$ cat src/design/scif_map.svh
// register offsets, field positions, reset values and timing counts
// assumes: included by the package, the top module and the bench
`ifndef SCIF_MAP_SVH
`define SCIF_MAP_SVH
`define SCIF_OFS_CTRL1   12'h000
`define SCIF_OFS_CTRL2   12'h004
`define SCIF_OFS_CTRL3   12'h008
`define SCIF_OFS_STAT1   12'h00c
`define SCIF_OFS_DATA    12'h010
`define SCIF_OFS_BAUD    12'h014
`define SCIF_OFS_SYS     12'h018
// control one fields
`define SCIF_C1_LOOP     7
`define SCIF_C1_EN       6
`define SCIF_C1_TX_POLARITY_INVERT    5
`define SCIF_C1_LEN9     4
`define SCIF_C1_WAKE     3
`define SCIF_C1_IDLE_COUNT_START_SEL     2
`define SCIF_C1_PEN      1
`define SCIF_C1_PODD     0
// control two fields
`define SCIF_C2_TEIE     7
`define SCIF_C2_TCIE     6
`define SCIF_C2_RIE      5
`define SCIF_C2_IDLE_INT_EN     4
`define SCIF_C2_TE       3
`define SCIF_C2_RE       2
`define SCIF_C2_RWU      1
`define SCIF_C2_SBK      0
// control three fields
`define SCIF_C3_R8       7
`define SCIF_C3_T8       6
`define SCIF_C3_OVERRUN_INT_EN     3
`define SCIF_C3_NOISE_INT_EN     2
`define SCIF_C3_FRAMING_INT_EN     1
`define SCIF_C3_PARITY_INT_EN     0
// status one fields
`define SCIF_S1_TE       7
`define SCIF_S1_TC       6
`define SCIF_S1_RF       5
`define SCIF_S1_IDLE     4
`define SCIF_S1_OR       3
`define SCIF_S1_NF       2
`define SCIF_S1_FE       1
`define SCIF_S1_PE       0
// system control fields (break, wait, stop, port direction)
`define SCIF_SY_BREAK_CLEAR_ENABLE     0
`define SCIF_SY_BRK      1
`define SCIF_SY_WAIT     2
`define SCIF_SY_STOP     3
`define SCIF_SY_DDR_TX   4
`define SCIF_SY_DDR_RX   5
`define SCIF_RST_CTRL    8'h00
`define SCIF_RST_STAT1   8'hc0
`define SCIF_RST_BAUD    8'h00
`define SCIF_RT_PER_BIT  4'hf
`endif

$ cat src/design/scif_pkg.sv
// types shared by the serial flag/control block
// assumes: the map header sits next to this file
`include "scif_map.svh"
package scif_pkg;
  typedef enum logic [3:0] {
    SCIF_IDLE  = 4'h1,
    SCIF_START = 4'h2,
    SCIF_DATA  = 4'h4,
    SCIF_STOP  = 4'h8
  } scif_state_t;
  typedef struct packed {
    logic       serial_out_pin;
    logic       serial_out_oe;
    logic       rx_irq;
    logic       err_irq;
    logic       tx_irq;
  } scif_pins_t;
endpackage : scif_pkg

$ cat src/design/scif_top.sv
// serial interface receiver flags, control one, pin takeover, apb slave
// assumes: apb master on mclk; serial_in_pin is asynchronous to mclk
//
// The placing of the registers and register access over APB were left to the implementer.
`include "scif_map.svh"
module scif_top
  import scif_pkg::*;
(
  input  wire logic        mclk,
  input  wire logic        rst_n,
  input  wire logic        psel,
  input  wire logic        penable,
  input  wire logic        pwrite,
  input  wire logic [11:0] paddr,
  input  wire logic [31:0] pwdata,
  output logic      [31:0] prdata,
  output logic             pready,
  output logic             pslverr,
  input  wire logic        serial_in_pin,
  output logic             serial_out_pin,
  output logic             serial_out_oe,
  output logic             serial_in_oe,
  output logic             rx_irq,
  output logic             err_irq,
  output logic             tx_irq
);
  // register state
  logic [7:0]  ctrl1_ff, nxt_ctrl1, ctrl2_ff, nxt_ctrl2, ctrl3_ff, nxt_ctrl3;
  logic [7:0]  stat1_ff, nxt_stat1, data_ff, nxt_data, baud_ff, nxt_baud;
  logic [7:0]  txd_ff, nxt_txd;
  logic [5:0]  sys_ff, nxt_sys;
  logic        rd_stat_ff, nxt_rd_stat;
  logic [31:0] prdata_ff, nxt_prdata;
  logic        pready_ff, nxt_pready, pslverr_ff, nxt_pslverr;
  // receiver state
  scif_state_t st_ff, nxt_st;
  logic [3:0]  rt_ff, nxt_rt, bit_ff, nxt_bit, ones_ff, nxt_ones;
  logic [8:0]  sh_ff, nxt_sh;
  logic [2:0]  smp_ff, nxt_smp;
  logic        nz_ff, nxt_nz, par_ff, nxt_par, idl_arm_ff, nxt_idl_arm;
  logic [7:0]  div_ff, nxt_div;
  // pin and output flops
  logic        sync1_ff, sync2_ff;
  logic        txo_ff, nxt_txo, oe_ff, nxt_oe, ioe_ff, nxt_ioe;
  logic        rxi_ff, nxt_rxi, eri_ff, nxt_eri, txi_ff, nxt_txi;
  logic        tx_line;

  // majority and noise of three samples
  function automatic logic [1:0] scif_vote(input logic [2:0] s);
    scif_vote = {(s[0] & s[1]) | (s[1] & s[2]) | (s[0] & s[2]),
                 (s != 3'h0) && (s != 3'h7)};
  endfunction : scif_vote

  // mapped word offsets; anything else answers with an error
  function automatic logic scif_hit(input logic [11:0] a);
    scif_hit = (a <= `SCIF_OFS_SYS) && (a[1:0] == 2'h0);
  endfunction : scif_hit

  // two-flop synchroniser for the asynchronous receive pin
  always_ff @(posedge mclk) begin
    if (!rst_n) begin
      sync1_ff <= 1'h1;
      sync2_ff <= 1'h1;
    end else begin
      sync1_ff <= serial_in_pin;
      sync2_ff <= sync1_ff;
    end
  end

  // decoded modes and the receive source
  logic en, brk, wt, stp, loop_on, rx_bit, len9, rx_go, acc, done, wr, rd;
  logic [3:0] nbits;
  logic [1:0] vt;
  assign en      = ctrl1_ff[`SCIF_C1_EN];
  assign brk     = sys_ff[`SCIF_SY_BRK];
  assign wt      = sys_ff[`SCIF_SY_WAIT];
  assign stp     = sys_ff[`SCIF_SY_STOP];
  // loopback only with tx and rx both enabled
  assign loop_on = ctrl1_ff[`SCIF_C1_LOOP] & ctrl2_ff[`SCIF_C2_TE]
                   & ctrl2_ff[`SCIF_C2_RE];
  assign tx_line = 1'h1 ^ ctrl1_ff[`SCIF_C1_TX_POLARITY_INVERT];  // idle level
  assign rx_bit  = loop_on ? tx_line : sync2_ff;
  assign len9    = ctrl1_ff[`SCIF_C1_LEN9];
  assign nbits   = len9 ? 4'h9 : 4'h8;
  // stop freezes the receiver and baud divider; module enable gates the logic
  assign rx_go   = en & ~stp & ctrl2_ff[`SCIF_C2_RE] & (div_ff == 8'h00);
  assign acc     = psel & penable & ~pready_ff;
  // writes and read side effects land on the edge that ends the access
  assign done    = psel & penable & pready_ff;
  assign wr      = done & pwrite & ~wt;  // registers locked in wait
  assign rd      = done & ~pwrite & ~wt;
  assign vt      = scif_vote(smp_ff);

  // receiver: 16 rt ticks per bit, samples at rt 7, 8, 9
  logic ev_full, ev_idle, ev_nz, ev_fe, ev_pe, ev_wake;
  logic [8:0] ch;
  always_comb begin
    nxt_st = st_ff;  nxt_rt = rt_ff;  nxt_bit = bit_ff;  nxt_sh = sh_ff;
    nxt_smp = smp_ff;  nxt_nz = nz_ff;  nxt_par = par_ff;
    nxt_ones = ones_ff;  nxt_idl_arm = idl_arm_ff;
    nxt_div = div_ff;
    ev_full = 1'h0;  ev_idle = 1'h0;  ev_nz = 1'h0;  ev_fe = 1'h0;
    ev_pe = 1'h0;  ev_wake = 1'h0;  ch = sh_ff;
    if (en & ~stp) begin
      nxt_div = (div_ff >= baud_ff) ? 8'h00 : div_ff + 8'h01;
    end
    if (rx_go) begin
      nxt_rt = rt_ff + 4'h1;
      if (rt_ff >= 4'h7 && rt_ff <= 4'h9) begin
        nxt_smp = {smp_ff[1:0], rx_bit};
      end
      // idle counter: ones in a row, one per bit time
      if (rt_ff == `SCIF_RT_PER_BIT) begin
        if (idl_arm_ff && rx_bit && ones_ff < nbits + 4'h2) begin
          nxt_ones = ones_ff + 4'h1;
        end else if (!rx_bit) begin
          nxt_ones = 4'h0;
        end
        if (idl_arm_ff && ones_ff == nbits + 4'h1 && rx_bit) begin
          ev_idle = 1'h1;
          nxt_idl_arm = 1'h0;
        end
      end
      case (st_ff)
        SCIF_IDLE: begin
          // bit timer runs on so an idle line keeps counting ones
          if (!rx_bit) begin
            nxt_rt = 4'h0;
            nxt_st = SCIF_START;
            nxt_nz = 1'h0;
            nxt_par = 1'h0;
            nxt_bit = 4'h0;
          end
        end
        SCIF_START: begin
          if (rt_ff == `SCIF_RT_PER_BIT) begin
            if (vt[1]) begin
              nxt_st = SCIF_IDLE;  // false start
            end else begin
              nxt_st = SCIF_DATA;
              nxt_nz = nz_ff | vt[0];
              if (!ctrl1_ff[`SCIF_C1_IDLE_COUNT_START_SEL]) begin
                nxt_idl_arm = 1'h1;   // count after start bit
                nxt_ones = 4'h0;
              end
            end
          end
        end
        SCIF_DATA: begin
          if (rt_ff == `SCIF_RT_PER_BIT) begin
            nxt_sh = {vt[1], sh_ff[8:1]};
            nxt_par = par_ff ^ vt[1];
            nxt_nz = nz_ff | vt[0];
            nxt_bit = bit_ff + 4'h1;
            if (bit_ff == nbits - 4'h1) begin
              nxt_st = SCIF_STOP;
            end
          end
        end
        SCIF_STOP: begin
          if (rt_ff == `SCIF_RT_PER_BIT) begin
            nxt_st = SCIF_IDLE;
            ch = len9 ? sh_ff : {1'h0, sh_ff[8:1]};
            ev_full = 1'h1;
            ev_nz = nz_ff | vt[0];
            ev_fe = ~vt[1];
            // odd type expects odd count of ones
            ev_pe = ctrl1_ff[`SCIF_C1_PEN]
                    & (par_ff ^ ctrl1_ff[`SCIF_C1_PODD]);
            ev_wake = ctrl1_ff[`SCIF_C1_WAKE] & ch[nbits - 4'h1];
            if (ctrl1_ff[`SCIF_C1_IDLE_COUNT_START_SEL]) begin
              nxt_idl_arm = 1'h1;  // count after stop bit
              nxt_ones = 4'h0;
            end
          end
        end
        default: nxt_st = SCIF_IDLE;
      endcase
    end else if (!en) begin
      nxt_st = SCIF_IDLE;
      nxt_rt = 4'h0;
    end
  end

  // receiver flops
  always_ff @(posedge mclk) begin
    if (!rst_n) begin
      st_ff <= SCIF_IDLE;  rt_ff <= 4'h0;  bit_ff <= 4'h0;
      sh_ff <= 9'h000;  smp_ff <= 3'h7;  nz_ff <= 1'h0;  par_ff <= 1'h0;
      ones_ff <= 4'h0;  idl_arm_ff <= 1'h0;  div_ff <= 8'h00;
    end else begin
      st_ff <= nxt_st;  rt_ff <= nxt_rt;  bit_ff <= nxt_bit;
      sh_ff <= nxt_sh;  smp_ff <= nxt_smp;  nz_ff <= nxt_nz;
      par_ff <= nxt_par;  ones_ff <= nxt_ones;
      idl_arm_ff <= nxt_idl_arm;  div_ff <= nxt_div;
    end
  end

  // registers, flags and the apb answer; set wins over clear
  logic clr_ok, stby, pen_msb;
  always_comb begin
    nxt_ctrl1 = ctrl1_ff;  nxt_ctrl2 = ctrl2_ff;  nxt_ctrl3 = ctrl3_ff;
    nxt_stat1 = stat1_ff;  nxt_data = data_ff;  nxt_baud = baud_ff;
    nxt_txd = txd_ff;  nxt_sys = sys_ff;  nxt_rd_stat = rd_stat_ff;
    nxt_prdata = prdata_ff;
    nxt_pslverr = acc & ~scif_hit(paddr);  // error answers with pready
    nxt_pready = acc;
    clr_ok = ~brk | sys_ff[`SCIF_SY_BREAK_CLEAR_ENABLE];
    stby = ctrl2_ff[`SCIF_C2_RWU];
    pen_msb = 1'h0;
    // two-step clear: status read then data read clears rx flags
    if (rd && paddr == `SCIF_OFS_STAT1 && clr_ok) begin
      nxt_rd_stat = 1'h1;                     // armed only outside break or with break clear enabled
    end
    if (rd && paddr == `SCIF_OFS_DATA && rd_stat_ff && clr_ok) begin
      nxt_stat1[`SCIF_S1_RF:`SCIF_S1_PE] = 6'h00;
      nxt_rd_stat = 1'h0;
    end
    if (wr && paddr == `SCIF_OFS_DATA && rd_stat_ff && clr_ok) begin
      nxt_stat1[`SCIF_S1_TE] = 1'h0;
      nxt_stat1[`SCIF_S1_TC] = 1'h0;
      nxt_txd = pwdata[7:0];
    end
    if (wr) begin
      case (paddr)
        `SCIF_OFS_CTRL1: nxt_ctrl1 = pwdata[7:0];
        `SCIF_OFS_CTRL2: begin
          nxt_ctrl2 = pwdata[7:0];
          if (!en) begin  // te and re locked while disabled
            nxt_ctrl2[`SCIF_C2_TE] = ctrl2_ff[`SCIF_C2_TE];
            nxt_ctrl2[`SCIF_C2_RE] = ctrl2_ff[`SCIF_C2_RE];
          end
        end
        `SCIF_OFS_CTRL3: nxt_ctrl3 = {ctrl3_ff[7], pwdata[6:0]};
        `SCIF_OFS_BAUD:  nxt_baud = pwdata[7:0];
        `SCIF_OFS_DATA:  nxt_txd = pwdata[7:0];
        `SCIF_OFS_STAT1: ;
        `SCIF_OFS_SYS:   nxt_sys = pwdata[5:0];
        default:         ;
      endcase
    end
    if (acc & ~pwrite) begin
      case (paddr)
        `SCIF_OFS_CTRL1: nxt_prdata = {24'h000000, ctrl1_ff};
        `SCIF_OFS_CTRL2: nxt_prdata = {24'h000000, ctrl2_ff};
        `SCIF_OFS_CTRL3: nxt_prdata = {24'h000000, ctrl3_ff};
        `SCIF_OFS_STAT1: nxt_prdata = {24'h000000, stat1_ff};
        `SCIF_OFS_DATA:  nxt_prdata = {24'h000000, data_ff};
        `SCIF_OFS_BAUD:  nxt_prdata = {24'h000000, baud_ff};
        `SCIF_OFS_SYS:   nxt_prdata = {26'h0000000, sys_ff};
        default:         nxt_prdata = 32'h00000000;
      endcase
      if (wt) begin
        nxt_prdata = 32'h00000000;  // unreachable in wait
      end
    end
    // disabled module forces tx empty and complete
    if (!en) begin
      nxt_stat1[`SCIF_S1_TE] = 1'h1;
      nxt_stat1[`SCIF_S1_TC] = 1'h1;
      nxt_ctrl2[`SCIF_C2_TEIE] = 1'h0;
      nxt_ctrl2[`SCIF_C2_TCIE] = 1'h0;
    end
    // receiver events; standby hides characters
    if (ev_idle) begin
      if (stby && !ctrl1_ff[`SCIF_C1_WAKE]) begin
        nxt_ctrl2[`SCIF_C2_RWU] = 1'h0;  // idle-line wakeup
      end else if (!stby) begin
        nxt_stat1[`SCIF_S1_IDLE] = 1'h1;
      end
    end
    if (ev_full && (!stby || ev_wake)) begin
      if (ev_wake) begin
        nxt_ctrl2[`SCIF_C2_RWU] = 1'h0;  // address mark wakeup
      end
      if (stat1_ff[`SCIF_S1_RF] && nxt_stat1[`SCIF_S1_RF]) begin
        nxt_stat1[`SCIF_S1_OR] = 1'h1;  // old character kept
      end else begin
        pen_msb = ctrl1_ff[`SCIF_C1_PEN];
        nxt_data = ch[7:0];
        if (pen_msb && !len9) begin
          nxt_data[7] = 1'h0;  // parity sits in the top bit
        end
        nxt_ctrl3[`SCIF_C3_R8] = len9 ? ch[8] : ch[7];
        nxt_stat1[`SCIF_S1_RF] = 1'h1;
        nxt_stat1[`SCIF_S1_NF] = nxt_stat1[`SCIF_S1_NF] | ev_nz;
        nxt_stat1[`SCIF_S1_FE] = nxt_stat1[`SCIF_S1_FE] | ev_fe;
        nxt_stat1[`SCIF_S1_PE] = nxt_stat1[`SCIF_S1_PE] | ev_pe;
      end
    end
  end

  // outputs: pins and requests, all registered
  always_comb begin
    nxt_txo = en ? tx_line : 1'h1;
    nxt_oe  = en | sys_ff[`SCIF_SY_DDR_TX];
    nxt_ioe = ~en & sys_ff[`SCIF_SY_DDR_RX];
    // requests also serve as wakeup from wait
    nxt_rxi = ~ctrl2_ff[`SCIF_C2_RWU]
              & ((stat1_ff[`SCIF_S1_RF] & ctrl2_ff[`SCIF_C2_RIE])
              | (stat1_ff[`SCIF_S1_IDLE] & ctrl2_ff[`SCIF_C2_IDLE_INT_EN]));
    nxt_eri = (stat1_ff[`SCIF_S1_OR] & ctrl3_ff[`SCIF_C3_OVERRUN_INT_EN])
              | (stat1_ff[`SCIF_S1_NF] & ctrl3_ff[`SCIF_C3_NOISE_INT_EN])
              | (stat1_ff[`SCIF_S1_FE] & ctrl3_ff[`SCIF_C3_FRAMING_INT_EN])
              | (stat1_ff[`SCIF_S1_PE] & ctrl3_ff[`SCIF_C3_PARITY_INT_EN]);
    nxt_txi = en & ((stat1_ff[`SCIF_S1_TE] & ctrl2_ff[`SCIF_C2_TEIE])
              | (stat1_ff[`SCIF_S1_TC] & ctrl2_ff[`SCIF_C2_TCIE]));
  end

  always_ff @(posedge mclk) begin
    if (!rst_n) begin
      ctrl1_ff <= `SCIF_RST_CTRL;  ctrl2_ff <= `SCIF_RST_CTRL;
      ctrl3_ff <= `SCIF_RST_CTRL;  stat1_ff <= `SCIF_RST_STAT1;
      data_ff <= 8'h00;  baud_ff <= `SCIF_RST_BAUD;  txd_ff <= 8'h00;
      sys_ff <= 6'h00;  rd_stat_ff <= 1'h0;  prdata_ff <= 32'h00000000;
      pready_ff <= 1'h0;  pslverr_ff <= 1'h0;
      txo_ff <= 1'h1;  oe_ff <= 1'h0;  ioe_ff <= 1'h0;
      rxi_ff <= 1'h0;  eri_ff <= 1'h0;  txi_ff <= 1'h0;
    end else begin
      ctrl1_ff <= nxt_ctrl1;  ctrl2_ff <= nxt_ctrl2;  ctrl3_ff <= nxt_ctrl3;
      stat1_ff <= nxt_stat1;  data_ff <= nxt_data;  baud_ff <= nxt_baud;
      txd_ff <= nxt_txd;  sys_ff <= nxt_sys;  rd_stat_ff <= nxt_rd_stat;
      prdata_ff <= nxt_prdata;  pready_ff <= nxt_pready;
      pslverr_ff <= nxt_pslverr;
      txo_ff <= nxt_txo;  oe_ff <= nxt_oe;  ioe_ff <= nxt_ioe;
      rxi_ff <= nxt_rxi;  eri_ff <= nxt_eri;  txi_ff <= nxt_txi;
    end
  end

  assign prdata         = prdata_ff;
  assign pready         = pready_ff;
  assign pslverr        = pslverr_ff;
  assign serial_out_pin = txo_ff;
  assign serial_out_oe  = oe_ff;
  assign serial_in_oe   = ioe_ff;
  assign rx_irq         = rxi_ff;
  assign err_irq        = eri_ff;
  assign tx_irq         = txi_ff;

  // checks
  chk_err_gate: assert property (@(posedge mclk) disable iff (!rst_n)
    (stat1_ff[`SCIF_S1_OR] && !ctrl3_ff[`SCIF_C3_NOISE_INT_EN]
     && !ctrl3_ff[`SCIF_C3_FRAMING_INT_EN] && !ctrl3_ff[`SCIF_C3_PARITY_INT_EN])
    |=> (err_irq == $past(ctrl3_ff[`SCIF_C3_OVERRUN_INT_EN])))
    else $error("overrun request not gated by its enable");
  chk_disable_flags: assert property (@(posedge mclk) disable iff (!rst_n)
    !en |=> stat1_ff[`SCIF_S1_TE] && stat1_ff[`SCIF_S1_TC])
    else $error("tx flags not set while disabled");
  chk_pin_dir: assert property (@(posedge mclk) disable iff (!rst_n)
    en |=> serial_out_oe && !serial_in_oe)
    else $error("pins not taken over while enabled");
  chk_overrun_keep: assert property (@(posedge mclk) disable iff (!rst_n)
    stat1_ff[`SCIF_S1_RF] && !rd |=> $stable(data_ff))
    else $error("data register overwritten while full");
  chk_break_hold: assert property (@(posedge mclk) disable iff (!rst_n)
    brk && !sys_ff[`SCIF_SY_BREAK_CLEAR_ENABLE] && stat1_ff[`SCIF_S1_RF]
    |=> stat1_ff[`SCIF_S1_RF])
    else $error("flag cleared during protected break");
  chk_apb_ready: assert property (@(posedge mclk) disable iff (!rst_n)
    psel && penable && !pready |=> pready)
    else $error("apb access not answered in one cycle");
  chk_tx_invert: assert property (@(posedge mclk) disable iff (!rst_n)
    en && $stable(ctrl1_ff) |=>
    serial_out_pin == !$past(ctrl1_ff[`SCIF_C1_TX_POLARITY_INVERT]))
    else $error("transmit idle level polarity wrong");
  chk_wait_lock: assert property (@(posedge mclk) disable iff (!rst_n)
    wt && done && pwrite |=> $stable(ctrl1_ff))
    else $error("register written during wait");
endmodule : scif_top

$ cat config.mk
export PLATFORM = sky130hd
export DESIGN_NAME = scif_top
export DESIGN_NICKNAME = d
export VERILOG_FILES = /design/src/design/scif_pkg.sv /design/src/design/scif_top.sv
export VERILOG_INCLUDE_DIRS = /design/src /design/src/design
export SDC_FILE = /design/constraint.sdc
export NUM_CORES = 1
export LEC_CHECK = 0
export BUFFER_PORTS_ARGS = -buffer_cell sky130_fd_sc_hd__buf_4
export CAP_MARGIN = 20
export CORE_UTILIZATION = 50
export CTS_CLUSTER_SIZE = 28
export DETAILED_ROUTE_END_ITERATION = 6
export PLACE_DENSITY = 0.7
export SETUP_SLACK_MARGIN = 0.1
export SYNTH_ARGS = -nofsm -noshare
export SYNTH_HDL_FRONTEND = slang
export SYNTH_SLANG_ARGS = --single-unit
$ cat constraint.sdc
create_clock -name mclk -period 3.65 [get_ports mclk]
set_clock_uncertainty 0.15 [all_clocks]
set_input_delay 0.365 -clock mclk [delete_from_list [all_inputs] [get_ports mclk]]
set_output_delay 0.365 -clock mclk [all_outputs]
set_load 0.05 [all_outputs]
==> results.yml <==
place:
  io_buffer_count: 41
  dp_cells: 789
  finalWeightedCongestion: 0.8346
  place_hpwl_um: 9914
  pre_cts_ws_ns: 0.7148
routing:
  first_iter_violations: 299
  drt_pass1_iterations: 7
  routedWlPerCell_um: 16.96
  avgViaCountPerCell: 5.815
  wl_um: 13670
  post-route-drc-count: 0
  vias: 4687
  antenna_left: 0
layout:
  syn_to_final_growth_pct: 11.22
  fin_nets: 727
  finalNonFillerCells: 806
  num_antenna_cells: 0
  drive_gt1_frac: 0.1441
yosys:
  yosysTopAreaCell: "dfxtp_1"
  synthArstFlopShare: 0
  synth-main-ff-cell: "dfxtp_1"
  syn_inst: 626
  avgSynthCellArea_um2: 8.978
  synth-edff-count: 0
  synth_cell_types: 68
  synth_top_area_share: 0.3954
  ys_ff_latch: 111
  ys_top_cells_by_area: "dfxtp_1 40%, mux2i_1 9.6%, nand2_1 4.1%"
  seq_area_frac_synth: 0.3954
  ys_warn_count: 0
  netlist_area_um2: 5620
global_routing:
  antenna_found_initial: 0
  met1_usage: 0.3288
  grt_pass1_vias: 4328
  overflow: 0
  grt_max_degree: 51
  grt-busiest-layer: "met2"
  gr-usage-met3: 0.05244
  grt_util_all_layers: 0.2495
  met2_usage: 0.4099
  grt_pass1_wl_um: 22350
sta:
  tns_ns: 0
  fin_crit_ns: 2.964
  finalMaxSlewViolations: 0
  relSlewSlack: 0.3813
  hold_viol: 0
  min_period_over_period: 0.8120
  rsz0062_at_grt: "no"
  tightest_slew_ns: 0.9281
  setup_viol: 0
  worst_slack_ns: 0.6863
  fmax_ghz: 0.3374
  holdWs_ns: 0.09321
die:
  fp.coreArea_um2: 10890
  die_area_um2: 11670
  initial_utilization: 0.5162
  rows: 38
  pin_count: 90
  die_h_um: 108.0
  die_w_um: 108.0
power:
  peakVddDrop_mv: 0.3356
  powerDensity_nw_per_um2: 360.3
  p_leak_nw: 2.262
critical_path:
  crit_type: "reg -> reg"
  worstPathArrival_ns: 3.13
  reg2reg_depth: 7
  rr_startpoint: "div_ff[0]"
  rrSetupSlack_ns: 0.69
  required_ns: 3.81
  end_kind: "flip-flop"
  worst-path-max-fanout: 6
  r2r_end: "stat1_ff[1]"
  start_kind: "flip-flop"
clocking:
  cts.clk_slew.worst_paths_ns: 0.10
  htree_levels: 3
  clockRootBuffer: "clkbuf_8"
  cts_hold_buf: 1
  cts_resized: 0
  cts_setup_buffers: 0
  cts_tree: "built"
  clock_sinks: 111
  cts_buffers: 9
  ctsLongestPathBuffers: 2
  clk_latency_ns: 0.39
job:
  drv_cap: 0
run_status:
  outcome: "finished clean"
worst_hold_path:
  worstHoldEndpoint: "baud_ff[7]"
  hp-class: "in -> reg"
  holdPathStages: 3
  min_from: "pwdata[7]"
==> how the worst max path moves through the flow <==
stage	from	end	slack (ns)
floorplan	div_ff[0]	stat1_ff[1]	0.93
global placement	div_ff[0]	stat1_ff[1]	0.78
detailed placement	div_ff[0]	stat1_ff[1]	0.71
CTS	div_ff[0]	stat1_ff[1]	0.69
global route	div_ff[0]	data_ff[2]	0.57
finish	div_ff[0]	stat1_ff[1]	0.69
==> synth_stat cells (4+ instances only) <==
cell,instances
nor2b_1,4
clkbuf_1,24
o22ai_1,4
nand3_1,15
a21oi_1,41
nor3_1,8
a211oi_1,11
nor4_2,4
nor3b_1,4
buf_4,24
nand4_1,4
a311oi_1,7
nand2_1,61
dfxtp_1,111
o21ai_0,20
a21o_1,4
mux2_2,4
or3_1,6
mux2i_1,54
o211ai_1,7
mux4_2,5
nand2b_1,7
a22oi_1,7
nor2_1,60
nor4_1,5
ha_1,16
xnor2_1,5
xor2_1,9
inv_1,17
and3_1,11
o21ai_1,5
or4b_2,4
==> placed cells by master (no fill, tap or decap), types with 3 or more instances in the layout <==
cell type  count
nor2_1        60
a211oi_1      11
a311oi_1       7
nor3_1         8
xor2_1         9
o21ai_0       20
xnor2_1        5
nand2_1       61
ha_1          16
a21o_1         4
o21a_1         3
nor3b_1        4
a22oi_1        7
and3_1        11
o211ai_1       7
or4b_2         4
or3_1          6
mux2_2         4
a21oi_1       41
dfxtp_1      111
nor4_2         4
o21ai_1        5
nand4_1        4
and2_1         3
nand3_1       15
mux4_2         5
o31ai_1        3
conb_1        24
clkbuf_8       9
nor4_1         5
nor2b_1        4
inv_1         17
buf_4         54
mux2i_1       54
o22ai_1        4
nand2b_1       7
bufinv_16      3
==> worst max-delay path: stages, from the launching register on <==
cell,delay (ns)
dfxtp_1,0.37
inv_1,0.09
ha_1,0.14
or4b_4,0.50
or4_1,0.66
or3_4,0.46
or3_1,0.36
a21oi_1,0.16
==> per-stage QoR <==
stage	util	total power, mW	area [um^2]
5_1_grt	0.5741	2.330	6251
2_1_floorplan	-	1.366	5707
3_5_place_dp	0.5508	1.388	5997
6_report	0.5741	2.252	6251
3_3_place_gp	0.5508	1.388	5997
4_1_cts	0.5741	2.269	6251
==> routing by layer <==
metal | part of all wire | vias up
li1 | - | 2286
met1 | 0.46 | 2242
met2 | 0.47 | 141
met3 | 0.054 | 18
met4 | 0.017 | 0
met5 | 0 | -
==> power breakdown <==
part / switching, mW / internal (mW)
sequential: 0.00112 / 1.21
combinational: 0.115 / 0.0342
clock: 0.432 / 0.458
total: 0.548 / 1.70
==> cell families after synthesis <==
family,count (synthesis),synth area share
flip-flops,111,0.3954
AND/OR/NAND/NOR,217,0.2053
AO/OA/AOI/OAI,130,0.1498
XOR/XNOR,14,0.02182
other,1,0.0006672
multiplexers,63,0.1242
buffers and inverters,73,0.06545
adder cells (fa/ha/maj),17,0.03740
==> layout make-up <==
type | instances | area [um^2]
Multi-Input combinational cell | 465 | 3123
Tap cell | 140 | 175.2
Clock inverter | 7 | 120.1
Inverter | 19 | 71.32
Timing Repair Buffer | 55 | 415.4
Sequential cell | 111 | 2222
Clock buffer | 9 | 123.9
Fill cell | 977 | 4637
==> state kept, by name, summed over array words and instances (netlist names), 3 cells and up <==
| register | count |
|---|---|
| div_ff | 8 |
| ctrl1_ff | 8 |
| bit_ff | 4 |
| ctrl3_ff | 8 |
| stat1_ff | 7 |
| sys_ff | 6 |
| data_ff | 8 |
| prdata | 8 |
| sh_ff | 9 |
| rt_ff | 4 |
| st_ff | 4 |
| ones_ff | 4 |
| baud_ff | 8 |
| smp_ff | 3 |
| ctrl2_ff | 8 |
(Power assumes the default switching activity.)
